--- config.mk ---
export PLATFORM = sky130hd
export DESIGN_NAME = dual_event_counter_timer
export DESIGN_NICKNAME = d
export VERILOG_FILES = /design/src/hdl/ctr_pkg.sv /design/src/hdl/dual_event_counter_timer.sv /design/src/hdl/event_count_unit.sv
export VERILOG_INCLUDE_DIRS = /design/src /design/src/hdl
export SDC_FILE = /design/constraint.sdc
export NUM_CORES = 1
export LEC_CHECK = 0
export BUFFER_PORTS_ARGS = -buffer_cell sky130_fd_sc_hd__buf_4
export CORE_MARGIN = 1.5
export CORE_UTILIZATION = 64
export CTS_CLUSTER_SIZE = 40
export DETAILED_ROUTE_END_ITERATION = 16
export HOLD_SLACK_MARGIN = 0.12
export PLACE_DENSITY_LB_ADDON = 0.12
export SYNTH_ARGS = -nofsm -noshare
export SYNTH_HDL_FRONTEND = slang
export SYNTH_SLANG_ARGS = --single-unit
--- constraint.sdc ---
create_clock -name ref_clk -period 15.5 [get_ports ref_clk]
set_input_delay 1.55 -clock ref_clk [delete_from_list [all_inputs] [get_ports ref_clk]]
set_output_delay 1.55 -clock ref_clk [all_outputs]
set_load 0.05 [all_outputs]
--- src/hdl/counter_timer_defines.svh ---
`ifndef COUNTER_TIMER_DEFINES_SVH
`define COUNTER_TIMER_DEFINES_SVH
// ----------------------------------------
// Event sources
// ----------------------------------------
`define SRC_COUNT 19
`define SRC_OFF 5'h00
`define SRC_LIMIT 5'h13
// ----------------------------------------
// Activation modes
// ----------------------------------------
`define ACT_LOW 3'h0
`define ACT_HIGH 3'h1
`define ACT_FALL 3'h2
`define ACT_RISE 3'h3
`define ACT_ANY 3'h4
// ----------------------------------------
// Register byte offsets
// ----------------------------------------
`define OFS_UNIT_SEL 6'h00
`define OFS_INC_SRC 6'h04
`define OFS_INC_ACT 6'h08
`define OFS_DELAY 6'h0c
`define OFS_LENGTH 6'h10
`define OFS_BEG_SRC 6'h14
`define OFS_BEG_ACT 6'h18
`define OFS_CLR_SRC 6'h1c
`define OFS_CLR_ACT 6'h20
`define OFS_COUNT 6'h24
`define OFS_STATE 6'h28
`define OFS_AT_CLEAR 6'h2c
`define OFS_IRQ_STATUS 6'h30
`define OFS_IRQ_MASK 6'h34
`define IRQ_BITS 4
`define ALL_LANES 4'hf
`endif

--- src/hdl/ctr_pkg.sv ---
package ctr_pkg;
  typedef enum logic [4:0] {
    st_idle = 5'h01,
    st_trigger_wait = 5'h02,
    st_active = 5'h04,
    st_completed = 5'h08,
    st_overflow = 5'h10
  } unit_state_t;
endpackage : ctr_pkg

--- src/hdl/dual_event_counter_timer.sv ---
// The register offsets and register access over Avalon-MM were chosen for this implementation.
`timescale 1ns/1ps
`include "counter_timer_defines.svh"
// Notes on behaviour
// - Two independent units exist and a selector picks which one the per-unit registers reach.
// - A unit counts a chosen source among tick, lines, software outputs, unit events, logic outputs and exposure phases.
// - Increments are qualified by level low, level high, falling, rising or any edge.
// - The start event is raised once the delay count of increments has passed.
// - The end event is raised once the duration count of further increments has passed.
// - Choosing a begin source turns the clear source off, and the other way round.
// - A unit starts counting when its chosen begin source fires.
// - The begin source is qualified by the same five activation modes.
// - A unit clears its count when its chosen clear source fires.
// - The clear source is qualified by the same five activation modes.
// - The selected unit's live count can be read at any time.
// - The selected unit's operating state can be read as an enumerated value.
// - At a clear the count is captured and stays readable until the next clear.
module dual_event_counter_timer #(
  parameter int COUNT_WIDTH = 32
) (
  input wire logic ref_clk,
  input wire logic reset,
  input wire logic [5:0] avs_address,
  input wire logic avs_read,
  input wire logic avs_write,
  input wire logic [31:0] avs_writedata,
  input wire logic [3:0] avs_byteenable,
  output logic [31:0] avs_readdata,
  output logic avs_waitrequest,
  output logic irq,
  input wire logic microsecond_tick,
  input wire logic [3:0] line_in,
  input wire logic [3:0] software_output,
  input wire logic [1:0] programmable_logic_output,
  input wire logic exposure_begin,
  input wire logic exposure_finish,
  input wire logic awaiting_frame_trigger,
  output logic [1:0] delay_done_event,
  output logic [1:0] run_done_event
);
  // ----------------------------------------
  // Line input synchronisers
  // ----------------------------------------
  logic [3:0] line_s1;
  logic [3:0] line_s2;
  logic [3:0] line_s3;
  logic [3:0] line_ok;
  wire [3:0] line_agree = ~(line_s2 ^ line_s3);
  wire [3:0] next_line_ok = (line_ok & ~line_agree) | (line_s3 & line_agree);

  // Change accepted only when stages two and three agree
  always_ff @(posedge ref_clk or posedge reset) begin
    if (reset) begin
      line_s1 <= '0;
      line_s2 <= '0;
      line_s3 <= '0;
      line_ok <= '0;
    end else begin
      line_s1 <= line_in;
      line_s2 <= line_s1;
      line_s3 <= line_s2;
      line_ok <= next_line_ok;
    end
  end

  // Own events come from flops, so the feedback loop is registered
  wire [`SRC_COUNT-1:0] sources = {
    awaiting_frame_trigger,
    exposure_finish,
    exposure_begin,
    programmable_logic_output,
    run_done_event,
    delay_done_event,
    software_output,
    line_ok,
    microsecond_tick,
    1'b0
  };

  // ----------------------------------------
  // Bus slave
  // ----------------------------------------
  logic ack;
  logic usel;
  logic [4:0] inc_src [2];
  logic [2:0] inc_act [2];
  logic [4:0] beg_src [2];
  logic [2:0] beg_act [2];
  logic [4:0] clr_src [2];
  logic [2:0] clr_act [2];
  logic [COUNT_WIDTH-1:0] delay_cfg [2];
  logic [COUNT_WIDTH-1:0] length_cfg [2];
  logic [`IRQ_BITS-1:0] irq_status;
  logic [`IRQ_BITS-1:0] irq_mask;
  logic [COUNT_WIDTH-1:0] count_now [2];
  logic [COUNT_WIDTH-1:0] count_clr [2];
  ctr_pkg::unit_state_t state_now [2];

  // One wait state: answer at the second edge of a request
  assign avs_waitrequest = (avs_read | avs_write) & ~ack;
  wire wr_ok = avs_write & ack & (avs_byteenable == `ALL_LANES);
  wire [31:0] wd = avs_writedata;
  wire hit_sel = avs_address == `OFS_UNIT_SEL;
  wire hit_inc_src = avs_address == `OFS_INC_SRC;
  wire hit_inc_act = avs_address == `OFS_INC_ACT;
  wire hit_delay = avs_address == `OFS_DELAY;
  wire hit_length = avs_address == `OFS_LENGTH;
  wire hit_beg_src = avs_address == `OFS_BEG_SRC;
  wire hit_beg_act = avs_address == `OFS_BEG_ACT;
  wire hit_clr_src = avs_address == `OFS_CLR_SRC;
  wire hit_clr_act = avs_address == `OFS_CLR_ACT;
  wire hit_count = avs_address == `OFS_COUNT;
  wire hit_state = avs_address == `OFS_STATE;
  wire hit_at_clear = avs_address == `OFS_AT_CLEAR;
  wire hit_irq_status = avs_address == `OFS_IRQ_STATUS;
  wire hit_irq_mask = avs_address == `OFS_IRQ_MASK;

  // Unmapped addresses read zero
  wire [31:0] read_mux =
    hit_sel ? {31'h0000_0000, usel} :
    hit_inc_src ? {27'h000_0000, inc_src[usel]} :
    hit_inc_act ? {29'h000_0000, inc_act[usel]} :
    hit_delay ? 32'(delay_cfg[usel]) :
    hit_length ? 32'(length_cfg[usel]) :
    hit_beg_src ? {27'h000_0000, beg_src[usel]} :
    hit_beg_act ? {29'h000_0000, beg_act[usel]} :
    hit_clr_src ? {27'h000_0000, clr_src[usel]} :
    hit_clr_act ? {29'h000_0000, clr_act[usel]} :
    hit_count ? 32'(count_now[usel]) :
    hit_state ? {27'h000_0000, state_now[usel]} :
    hit_at_clear ? 32'(count_clr[usel]) :
    hit_irq_status ? {28'h000_0000, irq_status} :
    hit_irq_mask ? {28'h000_0000, irq_mask} :
    32'h0000_0000;

  always_ff @(posedge ref_clk or posedge reset) begin
    if (reset) begin
      ack <= 1'b0;
      avs_readdata <= 32'h0000_0000;
    end else begin
      ack <= (avs_read | avs_write) & ~ack;
      avs_readdata <= read_mux;
    end
  end

  // ----------------------------------------
  // Configuration registers
  // ----------------------------------------
  always_ff @(posedge ref_clk or posedge reset) begin
    if (reset) begin
      usel <= 1'b0;
      irq_mask <= '0;
      for (int i = 0; i < 2; i++) begin
        inc_src[i] <= `SRC_OFF;
        inc_act[i] <= `ACT_RISE;
        beg_src[i] <= `SRC_OFF;
        beg_act[i] <= `ACT_RISE;
        clr_src[i] <= `SRC_OFF;
        clr_act[i] <= `ACT_RISE;
        delay_cfg[i] <= '0;
        length_cfg[i] <= '0;
      end
    end else if (wr_ok) begin
      if (hit_sel) usel <= wd[0];
      if (hit_inc_src) inc_src[usel] <= wd[4:0];
      if (hit_inc_act) inc_act[usel] <= wd[2:0];
      if (hit_delay) delay_cfg[usel] <= wd[COUNT_WIDTH-1:0];
      if (hit_length) length_cfg[usel] <= wd[COUNT_WIDTH-1:0];
      if (hit_beg_act) beg_act[usel] <= wd[2:0];
      if (hit_clr_act) clr_act[usel] <= wd[2:0];
      if (hit_irq_mask) irq_mask <= wd[`IRQ_BITS-1:0];
      if (hit_beg_src) begin
        beg_src[usel] <= wd[4:0];
        if (wd[4:0] != `SRC_OFF) clr_src[usel] <= `SRC_OFF;
      end
      if (hit_clr_src) begin
        clr_src[usel] <= wd[4:0];
        if (wd[4:0] != `SRC_OFF) beg_src[usel] <= `SRC_OFF;
      end
    end
  end

  // ----------------------------------------
  // Interrupts
  // ----------------------------------------
  wire [`IRQ_BITS-1:0] irq_events = {run_done_event, delay_done_event};
  wire [`IRQ_BITS-1:0] irq_clear = (wr_ok && hit_irq_status) ? wd[`IRQ_BITS-1:0] : '0;

  // A new event beats a same-cycle clear
  always_ff @(posedge ref_clk or posedge reset) begin
    if (reset) begin
      irq_status <= '0;
    end else begin
      irq_status <= irq_events | (irq_status & ~irq_clear);
    end
  end
  assign irq = |(irq_status & irq_mask);

  // ----------------------------------------
  // Counter units
  // ----------------------------------------
  for (genvar u = 0; u < 2; u++) begin : g_unit
    event_count_unit #(
      .COUNT_WIDTH(COUNT_WIDTH)
    ) unit (
      .ref_clk(ref_clk),
      .reset(reset),
      .sources(sources),
      .increment_source_select(inc_src[u]),
      .increment_activation_mode(inc_act[u]),
      .begin_source_select(beg_src[u]),
      .begin_activation_mode(beg_act[u]),
      .clear_source_select(clr_src[u]),
      .clear_activation_mode(clr_act[u]),
      .start_delay_count(delay_cfg[u]),
      .run_length_count(length_cfg[u]),
      .delay_done_event(delay_done_event[u]),
      .run_done_event(run_done_event[u]),
      .present_count(count_now[u]),
      .count_at_clear(count_clr[u]),
      .unit_state(state_now[u])
    );
  end

  // ----------------------------------------
  // Checks
  // ----------------------------------------
  property p_exclusive;
    @(posedge ref_clk) disable iff (reset)
    !(beg_src[0] != `SRC_OFF && clr_src[0] != `SRC_OFF) &&
    !(beg_src[1] != `SRC_OFF && clr_src[1] != `SRC_OFF);
  endproperty
  a_exclusive: assert property (p_exclusive) else $error("begin and clear both active");
  property p_answer;
    @(posedge ref_clk) disable iff (reset)
    ((avs_read || avs_write) && avs_waitrequest) |=> !avs_waitrequest;
  endproperty
  a_answer: assert property (p_answer) else $error("bus answer late");
  property p_count_read;
    @(posedge ref_clk) disable iff (reset)
    (avs_read && avs_waitrequest && hit_count)
      |=> avs_readdata == 32'($past(count_now[usel]));
  endproperty
  a_count_read: assert property (p_count_read) else $error("count readback wrong");
  property p_irq_sticky;
    @(posedge ref_clk) disable iff (reset)
    delay_done_event[0] |=> irq_status[0];
  endproperty
  a_irq_sticky: assert property (p_irq_sticky) else $error("event lost from status");

  // ----------------------------------------
  // Line, register and interrupt checks
  // ----------------------------------------
  property p_line_settle;
    @(posedge ref_clk) disable iff (reset)
    (&line_agree) |=> line_ok == $past(line_s3);
  endproperty
  a_line_settle: assert property (p_line_settle) else $error("line level not taken");

  property p_unit_sel;
    @(posedge ref_clk) disable iff (reset)
    (wr_ok && hit_sel) |=> usel == $past(wd[0]);
  endproperty
  a_unit_sel: assert property (p_unit_sel) else $error("unit select not written");

  property p_lanes;
    @(posedge ref_clk) disable iff (reset)
    (avs_write && ack && avs_byteenable != `ALL_LANES)
      |=> $stable(usel) && $stable(irq_mask);
  endproperty
  a_lanes: assert property (p_lanes) else $error("partial write took effect");

  property p_clear_drops_begin;
    @(posedge ref_clk) disable iff (reset)
    (wr_ok && hit_clr_src && wd[4:0] != `SRC_OFF) |=> beg_src[usel] == `SRC_OFF;
  endproperty
  a_clear_drops_begin: assert property (p_clear_drops_begin) else $error("begin kept");

  property p_state_read;
    @(posedge ref_clk) disable iff (reset)
    (avs_read && avs_waitrequest && hit_state)
      |=> avs_readdata == {27'h000_0000, $past(state_now[usel])};
  endproperty
  a_state_read: assert property (p_state_read) else $error("state readback wrong");

  property p_clear_read;
    @(posedge ref_clk) disable iff (reset)
    (avs_read && avs_waitrequest && hit_at_clear)
      |=> avs_readdata == 32'($past(count_clr[usel]));
  endproperty
  a_clear_read: assert property (p_clear_read) else $error("captured count wrong");

  property p_irq_set_wins;
    @(posedge ref_clk) disable iff (reset)
    (|irq_events) |=> (irq_status & $past(irq_events)) == $past(irq_events);
  endproperty
  a_irq_set_wins: assert property (p_irq_set_wins) else $error("event lost to a clear");

  property p_irq_clear;
    @(posedge ref_clk) disable iff (reset)
    ((|irq_clear) && !(|irq_events)) |=> (irq_status & $past(irq_clear)) == '0;
  endproperty
  a_irq_clear: assert property (p_irq_clear) else $error("status bit not cleared");

  c_read: cover property (@(posedge ref_clk) disable iff (reset) avs_read && !avs_waitrequest);
  c_irq: cover property (@(posedge ref_clk) disable iff (reset) irq);
endmodule : dual_event_counter_timer

--- src/hdl/event_count_unit.sv ---
`timescale 1ns/1ps
`include "counter_timer_defines.svh"
module event_count_unit #(
  parameter int COUNT_WIDTH = 32
) (
  input wire logic ref_clk,
  input wire logic reset,
  input wire logic [`SRC_COUNT-1:0] sources,
  input wire logic [4:0] increment_source_select,
  input wire logic [2:0] increment_activation_mode,
  input wire logic [4:0] begin_source_select,
  input wire logic [2:0] begin_activation_mode,
  input wire logic [4:0] clear_source_select,
  input wire logic [2:0] clear_activation_mode,
  input wire logic [COUNT_WIDTH-1:0] start_delay_count,
  input wire logic [COUNT_WIDTH-1:0] run_length_count,
  output logic delay_done_event,
  output logic run_done_event,
  output logic [COUNT_WIDTH-1:0] present_count,
  output logic [COUNT_WIDTH-1:0] count_at_clear,
  output ctr_pkg::unit_state_t unit_state
);
  // ----------------------------------------
  // Source qualification
  // ----------------------------------------
  function automatic logic fires(input logic [`SRC_COUNT-1:0] now,
                                 input logic [`SRC_COUNT-1:0] prev,
                                 input logic [4:0] sel, input logic [2:0] mode);
    logic c;
    logic p;
    c = 1'b0;
    p = 1'b0;
    fires = 1'b0;
    if (sel != `SRC_OFF && sel < `SRC_LIMIT) begin
      c = now[sel];
      p = prev[sel];
      case (mode)
        `ACT_LOW: fires = !c;
        `ACT_HIGH: fires = c;
        `ACT_FALL: fires = p && !c;
        `ACT_RISE: fires = !p && c;
        `ACT_ANY: fires = p != c;
        default: fires = 1'b0;
      endcase
    end
  endfunction : fires

  logic [`SRC_COUNT-1:0] src_q;
  logic delay_seen;
  ctr_pkg::unit_state_t next_state;
  logic [COUNT_WIDTH-1:0] next_count;
  logic [COUNT_WIDTH-1:0] next_capture;
  logic next_seen;

  // Level modes fire every clock, edge modes once per transition
  wire inc_hit = fires(sources, src_q, increment_source_select, increment_activation_mode);
  wire begin_hit = fires(sources, src_q, begin_source_select, begin_activation_mode);
  wire clear_hit = fires(sources, src_q, clear_source_select, clear_activation_mode);
  wire unit_on = increment_source_select != `SRC_OFF;
  wire free_run = begin_source_select == `SRC_OFF;
  wire active = unit_state == ctr_pkg::st_active;
  wire at_max = &present_count;
  wire [COUNT_WIDTH-1:0] end_count = COUNT_WIDTH'(start_delay_count + run_length_count);
  wire delay_hit = active && !delay_seen && present_count == start_delay_count;
  // A zero duration ends in the same cycle as the delay, not never
  wire run_hit = active && (delay_seen || delay_hit) && present_count == end_count;

  // ----------------------------------------
  // Next state
  // ----------------------------------------
  always_comb begin
    next_state = unit_state;
    next_count = present_count;
    next_capture = count_at_clear;
    next_seen = delay_seen | delay_hit;
    if (!unit_on) begin
      next_state = ctr_pkg::st_idle;
      next_count = '0;
      next_seen = 1'b0;
    end else if (clear_hit) begin
      next_capture = present_count;
      next_count = '0;
      next_seen = 1'b0;
      next_state = free_run ? ctr_pkg::st_active : ctr_pkg::st_trigger_wait;
    end else begin
      case (unit_state)
        ctr_pkg::st_idle: next_state = free_run ? ctr_pkg::st_active : ctr_pkg::st_trigger_wait;
        ctr_pkg::st_trigger_wait, ctr_pkg::st_completed, ctr_pkg::st_overflow: begin
          if (begin_hit || (free_run && unit_state == ctr_pkg::st_trigger_wait)) begin
            next_state = ctr_pkg::st_active;
            next_count = '0;
            next_seen = 1'b0;
          end
        end
        ctr_pkg::st_active: begin
          if (run_hit) begin
            next_state = ctr_pkg::st_completed;
          end else if (inc_hit) begin
            // Holds at the top rather than wrapping silently
            if (at_max) begin
              next_state = ctr_pkg::st_overflow;
            end else begin
              next_count = present_count + 1'b1;
            end
          end
        end
        default: next_state = ctr_pkg::st_idle;
      endcase
    end
  end

  always_ff @(posedge ref_clk or posedge reset) begin
    if (reset) begin
      src_q <= '0;
      unit_state <= ctr_pkg::st_idle;
      present_count <= '0;
      count_at_clear <= '0;
      delay_seen <= 1'b0;
      delay_done_event <= 1'b0;
      run_done_event <= 1'b0;
    end else begin
      src_q <= sources;
      unit_state <= next_state;
      present_count <= next_count;
      count_at_clear <= next_capture;
      delay_seen <= next_seen;
      delay_done_event <= delay_hit;
      run_done_event <= run_hit;
    end
  end

  // ----------------------------------------
  // Checks
  // ----------------------------------------
  property p_delay_event;
    @(posedge ref_clk) disable iff (reset)
    delay_hit |=> delay_done_event ##1 !delay_done_event;
  endproperty
  a_delay_event: assert property (p_delay_event) else $error("start event missing");
  property p_run_event;
    @(posedge ref_clk) disable iff (reset)
    (run_hit && unit_on && !clear_hit) |=> run_done_event && unit_state == ctr_pkg::st_completed;
  endproperty
  a_run_event: assert property (p_run_event) else $error("end event missing");
  property p_pulse;
    @(posedge ref_clk) disable iff (reset)
    run_done_event |=> !run_done_event;
  endproperty
  a_pulse: assert property (p_pulse) else $error("end event longer than a cycle");
  property p_capture;
    @(posedge ref_clk) disable iff (reset)
    (clear_hit && unit_on) |=> count_at_clear == $past(present_count) && present_count == '0;
  endproperty
  a_capture: assert property (p_capture) else $error("count not captured at clear");
  property p_increment;
    @(posedge ref_clk) disable iff (reset)
    (active && inc_hit && !run_hit && !clear_hit && !at_max && unit_on)
      |=> present_count == COUNT_WIDTH'($past(present_count) + 1'b1);
  endproperty
  a_increment: assert property (p_increment) else $error("increment lost");
  property p_begin;
    @(posedge ref_clk) disable iff (reset)
    (unit_state == ctr_pkg::st_trigger_wait && begin_hit && !clear_hit && unit_on)
      |=> active && present_count == '0;
  endproperty
  a_begin: assert property (p_begin) else $error("begin did not start unit");
  property p_idle;
    @(posedge ref_clk) disable iff (reset)
    !unit_on |=> unit_state == ctr_pkg::st_idle;
  endproperty
  a_idle: assert property (p_idle) else $error("unit not idle");
  c_complete: cover property (@(posedge ref_clk) disable iff (reset) run_done_event);
  c_clear: cover property (@(posedge ref_clk) disable iff (reset) clear_hit && present_count != '0);
endmodule : event_count_unit

==> impl_metrics.yaml <==
power:
  power_density_mw_per_mm2: 82.6
  totalPowerFinal_uw: 2490
  p_leak_uw: 0.0132
  ir_drop_v: 0.0000931
logic_synthesis:
  synth_sequential_area_ratio_pct: 35.7
  synth_cells: 2899
  synth_edf_count: 0
  ys_ff_latch: 396
  synth_nets: 3037
  synth_top_cell_by_area: "dfrtp_1"
  synthDominantCellAreaShare_pct: 34.3
  syn_avg_cell_area_sq_um: 9.60
  synth_area_sq_mm: 0.0278
  ys_async_sr_fraction_pct: 100
  synth_cell_type_count: 99
  synthTopCellsByArea: "dfrtp_1 34%, mux2_2 9.4%, mux2i_1 6.7%"
  synth_warnings: 0
  ys.flop_type: "dfrtp_1"
min_path:
  hold_path_class: "flip-flop to flip-flop"
  hp-start: "line_s1[2]$_DFF_PP0_"
  hold_depth: 0
  holdPathEnd: "line_s2[2]$_DFF_PP0_"
route:
  firstDrtPassIters: 7
  drt_iter0_markers: 3598
  postRouteAntennaNets: 0
  avgViaCountPerCell: 7.37
  wl_per_cell_um: 29.0
  wl_um: 100000
  drc: 0
  via_count: 25500
setup_path:
  slowest_delay_ns: 0.83
  critPathArrivalTime_ns: 6.50
  worstSetupEndpointType: "flip-flop"
  rr_endpoint: "g_unit[0].unit.present_count[29]$_DFFE_PP0P_"
  slowest_stage: "a221o_1"
  cp-start-kind: "input port"
  crit_fanout: 28
  required_ns: 15.99
  path_class: "input port to flip-flop"
  r2r_slack_ns: 9.68
  path_cells: "buf_4, mux4_2, mux4_2, o21ai_0, ha_1, o22ai_1, o211ai_1, mux2i_2, nand2b_1, a221o_1, inv_4, or3_1, buf_4, o41ai_1"
  r2r_cells: 14
global_routing:
  antenna_found_initial: 4
  grt_use_total_pct: 44.9
  grt_pass1_wl_um: 151000
  grt-ovfl-total: 0
  grt_pass1_vias: 24600
  grt_max_degree: 153
sta:
  setup_viol: 0
  period_share_pct: 38.8
  worstMarginPinSlew_ns: 1.29
  maxSlewHeadroom_pct: 13.8
  period_minus_slack_ns: 6.01
  fin_tns_setup_ns: 0
  slew_violations: 0
  rsz0062_at_grt: "no"
  hold_violations: 0
  max_freq_mhz: 166
  fin_worst_skew_ns: 0.0283
clock_network:
  postCtsSetupBuffers: 0
  hold_buffers: 0
  clkSlewWorstSetupHoldPaths_ns: 0.06
  cts.sinks: 396
  htree_levels: 2
  clk_latency_ns: 0.61
  cts.repair.resized: 0
  root_buffer: "clkbuf_16"
  cts-buffers-inserted: 43
  cts_buffer_depth: 3
  cts_tree: "yes"
floorplanning:
  pin_count: 98
  start_util_pct: 64.7
  fp-row-count: 76
  die-area_sq_mm: 0.0447
  die_h_um: 212
  fp.dieW_um: 212
  core_sq_mm: 0.0430
placed_design:
  hpwl_um: 73700
  gp_congestion: 1.09
  io_buffers: 97
  dp.cells: 3382
finish:
  final_layout_size_suffix_gt1_share_pct: 19.5
  finalNonFillerCells: 3462
  area_growth_pct: 8.24
  nNetsFinal: 2980
run:
  maxCapViolations: 0
status:
  outcome: "completed"
## kinds of logic after synthesis
kind of cell / Yosys count / share of synthesized area [%]
adders and majority gates: 82 / 3.70
AOI/OAI and AO/OA: 703 / 16.8
muxes: 463 / 19.7
DFF: 396 / 35.7
buffers and inverters: 289 / 4.23
xor gates and xnor gates: 154 / 4.85
and+or+nand+nor: 812 / 15.1
## cells in the mapped netlist, types with 69 or more instances
| library cell | number |
|---|---|
| a21oi_1 | 130 |
| clkbuf_1 | 159 |
| dfrtp_1 | 382 |
| ha_1 | 76 |
| mux2_2 | 233 |
| mux2i_1 | 185 |
| nand2_1 | 217 |
| nor2_1 | 159 |
| nor3_1 | 69 |
| o21ai_0 | 187 |
| xnor2_1 | 74 |
| xor2_1 | 80 |
## state kept, by name (all words and copies together), names as in the netlist, 4 cells and up, named ones only
signal / count
length_cfg: 64
line_s2: 4
irq_status: 4
beg_act: 6
g_unit.unit.count_at_clear: 64
line_s1: 4
g_unit.unit.src_q: 18
irq_mask: 4
inc_act: 6
avs_readdata: 32
g_unit.unit.unit_state: 10
delay_cfg: 64
g_unit.unit.present_count: 64
line_s3: 4
inc_src: 10
beg_src: 10
clr_act: 6
## placed cells by master (no fill, tap or decap), drive strengths merged, types with 74 or more instances in the layout
cell type	instances
a21oi	134
buf	125
nand2	218
dfrtp	382
xor2	80
o21ai	194
mux2i	186
nor2	160
ha	76
xnor2	74
mux2	233
## worst max path at each step
stage	start	end	cells after the start
4_1_cts	programmable_logic_output[1]	g_unit[0].unit.present_count[29]$_DFFE_PP0P_	14
5_1_grt	programmable_logic_output[1]	g_unit[0].unit.present_count[29]$_DFFE_PP0P_	14
3_3_place_gp	programmable_logic_output[1]	g_unit[0].unit.present_count[13]$_DFFE_PP0P_	14
6_report	programmable_logic_output[1]	g_unit[0].unit.present_count[29]$_DFFE_PP0P_	14
2_1_floorplan	reset	asynchronous set/reset pin	1
3_5_place_dp	programmable_logic_output[1]	g_unit[0].unit.present_count[29]$_DFFE_PP0P_	14
## per-stage QoR
| step | setup slack [ns] | cell area, sq um | hold WS, ns | utilization (%) |
|---|---|---|---|---|
| after floorplan | 2.96 | 27800 | 0.331 | - |
| after global placement | 9.19 | 28600 | 0.333 | 66.5 |
| after detailed placement | 9.02 | 28600 | 0.336 | 66.5 |
| after CTS | 9.64 | 30100 | 0.348 | 70.1 |
| after global routing | 9.30 | 30100 | 0.351 | 70.1 |
| final | 9.49 | 30100 | 0.350 | 70.1 |
## critical path: cells and delay by family
| kind | cells | cell delay, ns |
|---|---|---|
| buffers and inverters | 3 | 0.57 |
| AND/OR/NAND/NOR | 2 | 0.87 |
| adder cells (fa/ha/maj) | 1 | 0.28 |
| AO/OA/AOI/OAI | 5 | 1.70 |
| multiplexers | 3 | 1.50 |
## final cells by class
class / instances / area [sq um]
multi-input cells: 2214 / 16700
diodes: 1 / 2.50
fillers: 3233 / 12900
flip-flops and latches: 396 / 9930
clock buffers: 58 / 1240
clock inverters: 21 / 284
repair buffers: 125 / 938
well taps: 585 / 732
inverters: 62 / 243
## power breakdown
part / switching [uW] / internal (uW)
combinational: 188 / 94.8
clock: 462 / 638
sequential: 51.5 / 1050
## layer usage
| layer | track usage (%) | up-vias | wire length (um) |
|---|---|---|---|
| met4 | 25.9 | 4 | 6870 |
| met3 | 12.5 | 430 | 12900 |
| li1 | - | 10700 | - |
| met5 | 0 | - | 25 |
| met2 | 67.3 | 1873 | 43700 |
| met1 | 58.4 | 12500 | 37000 |
Power figures use the tool's default switching activity.
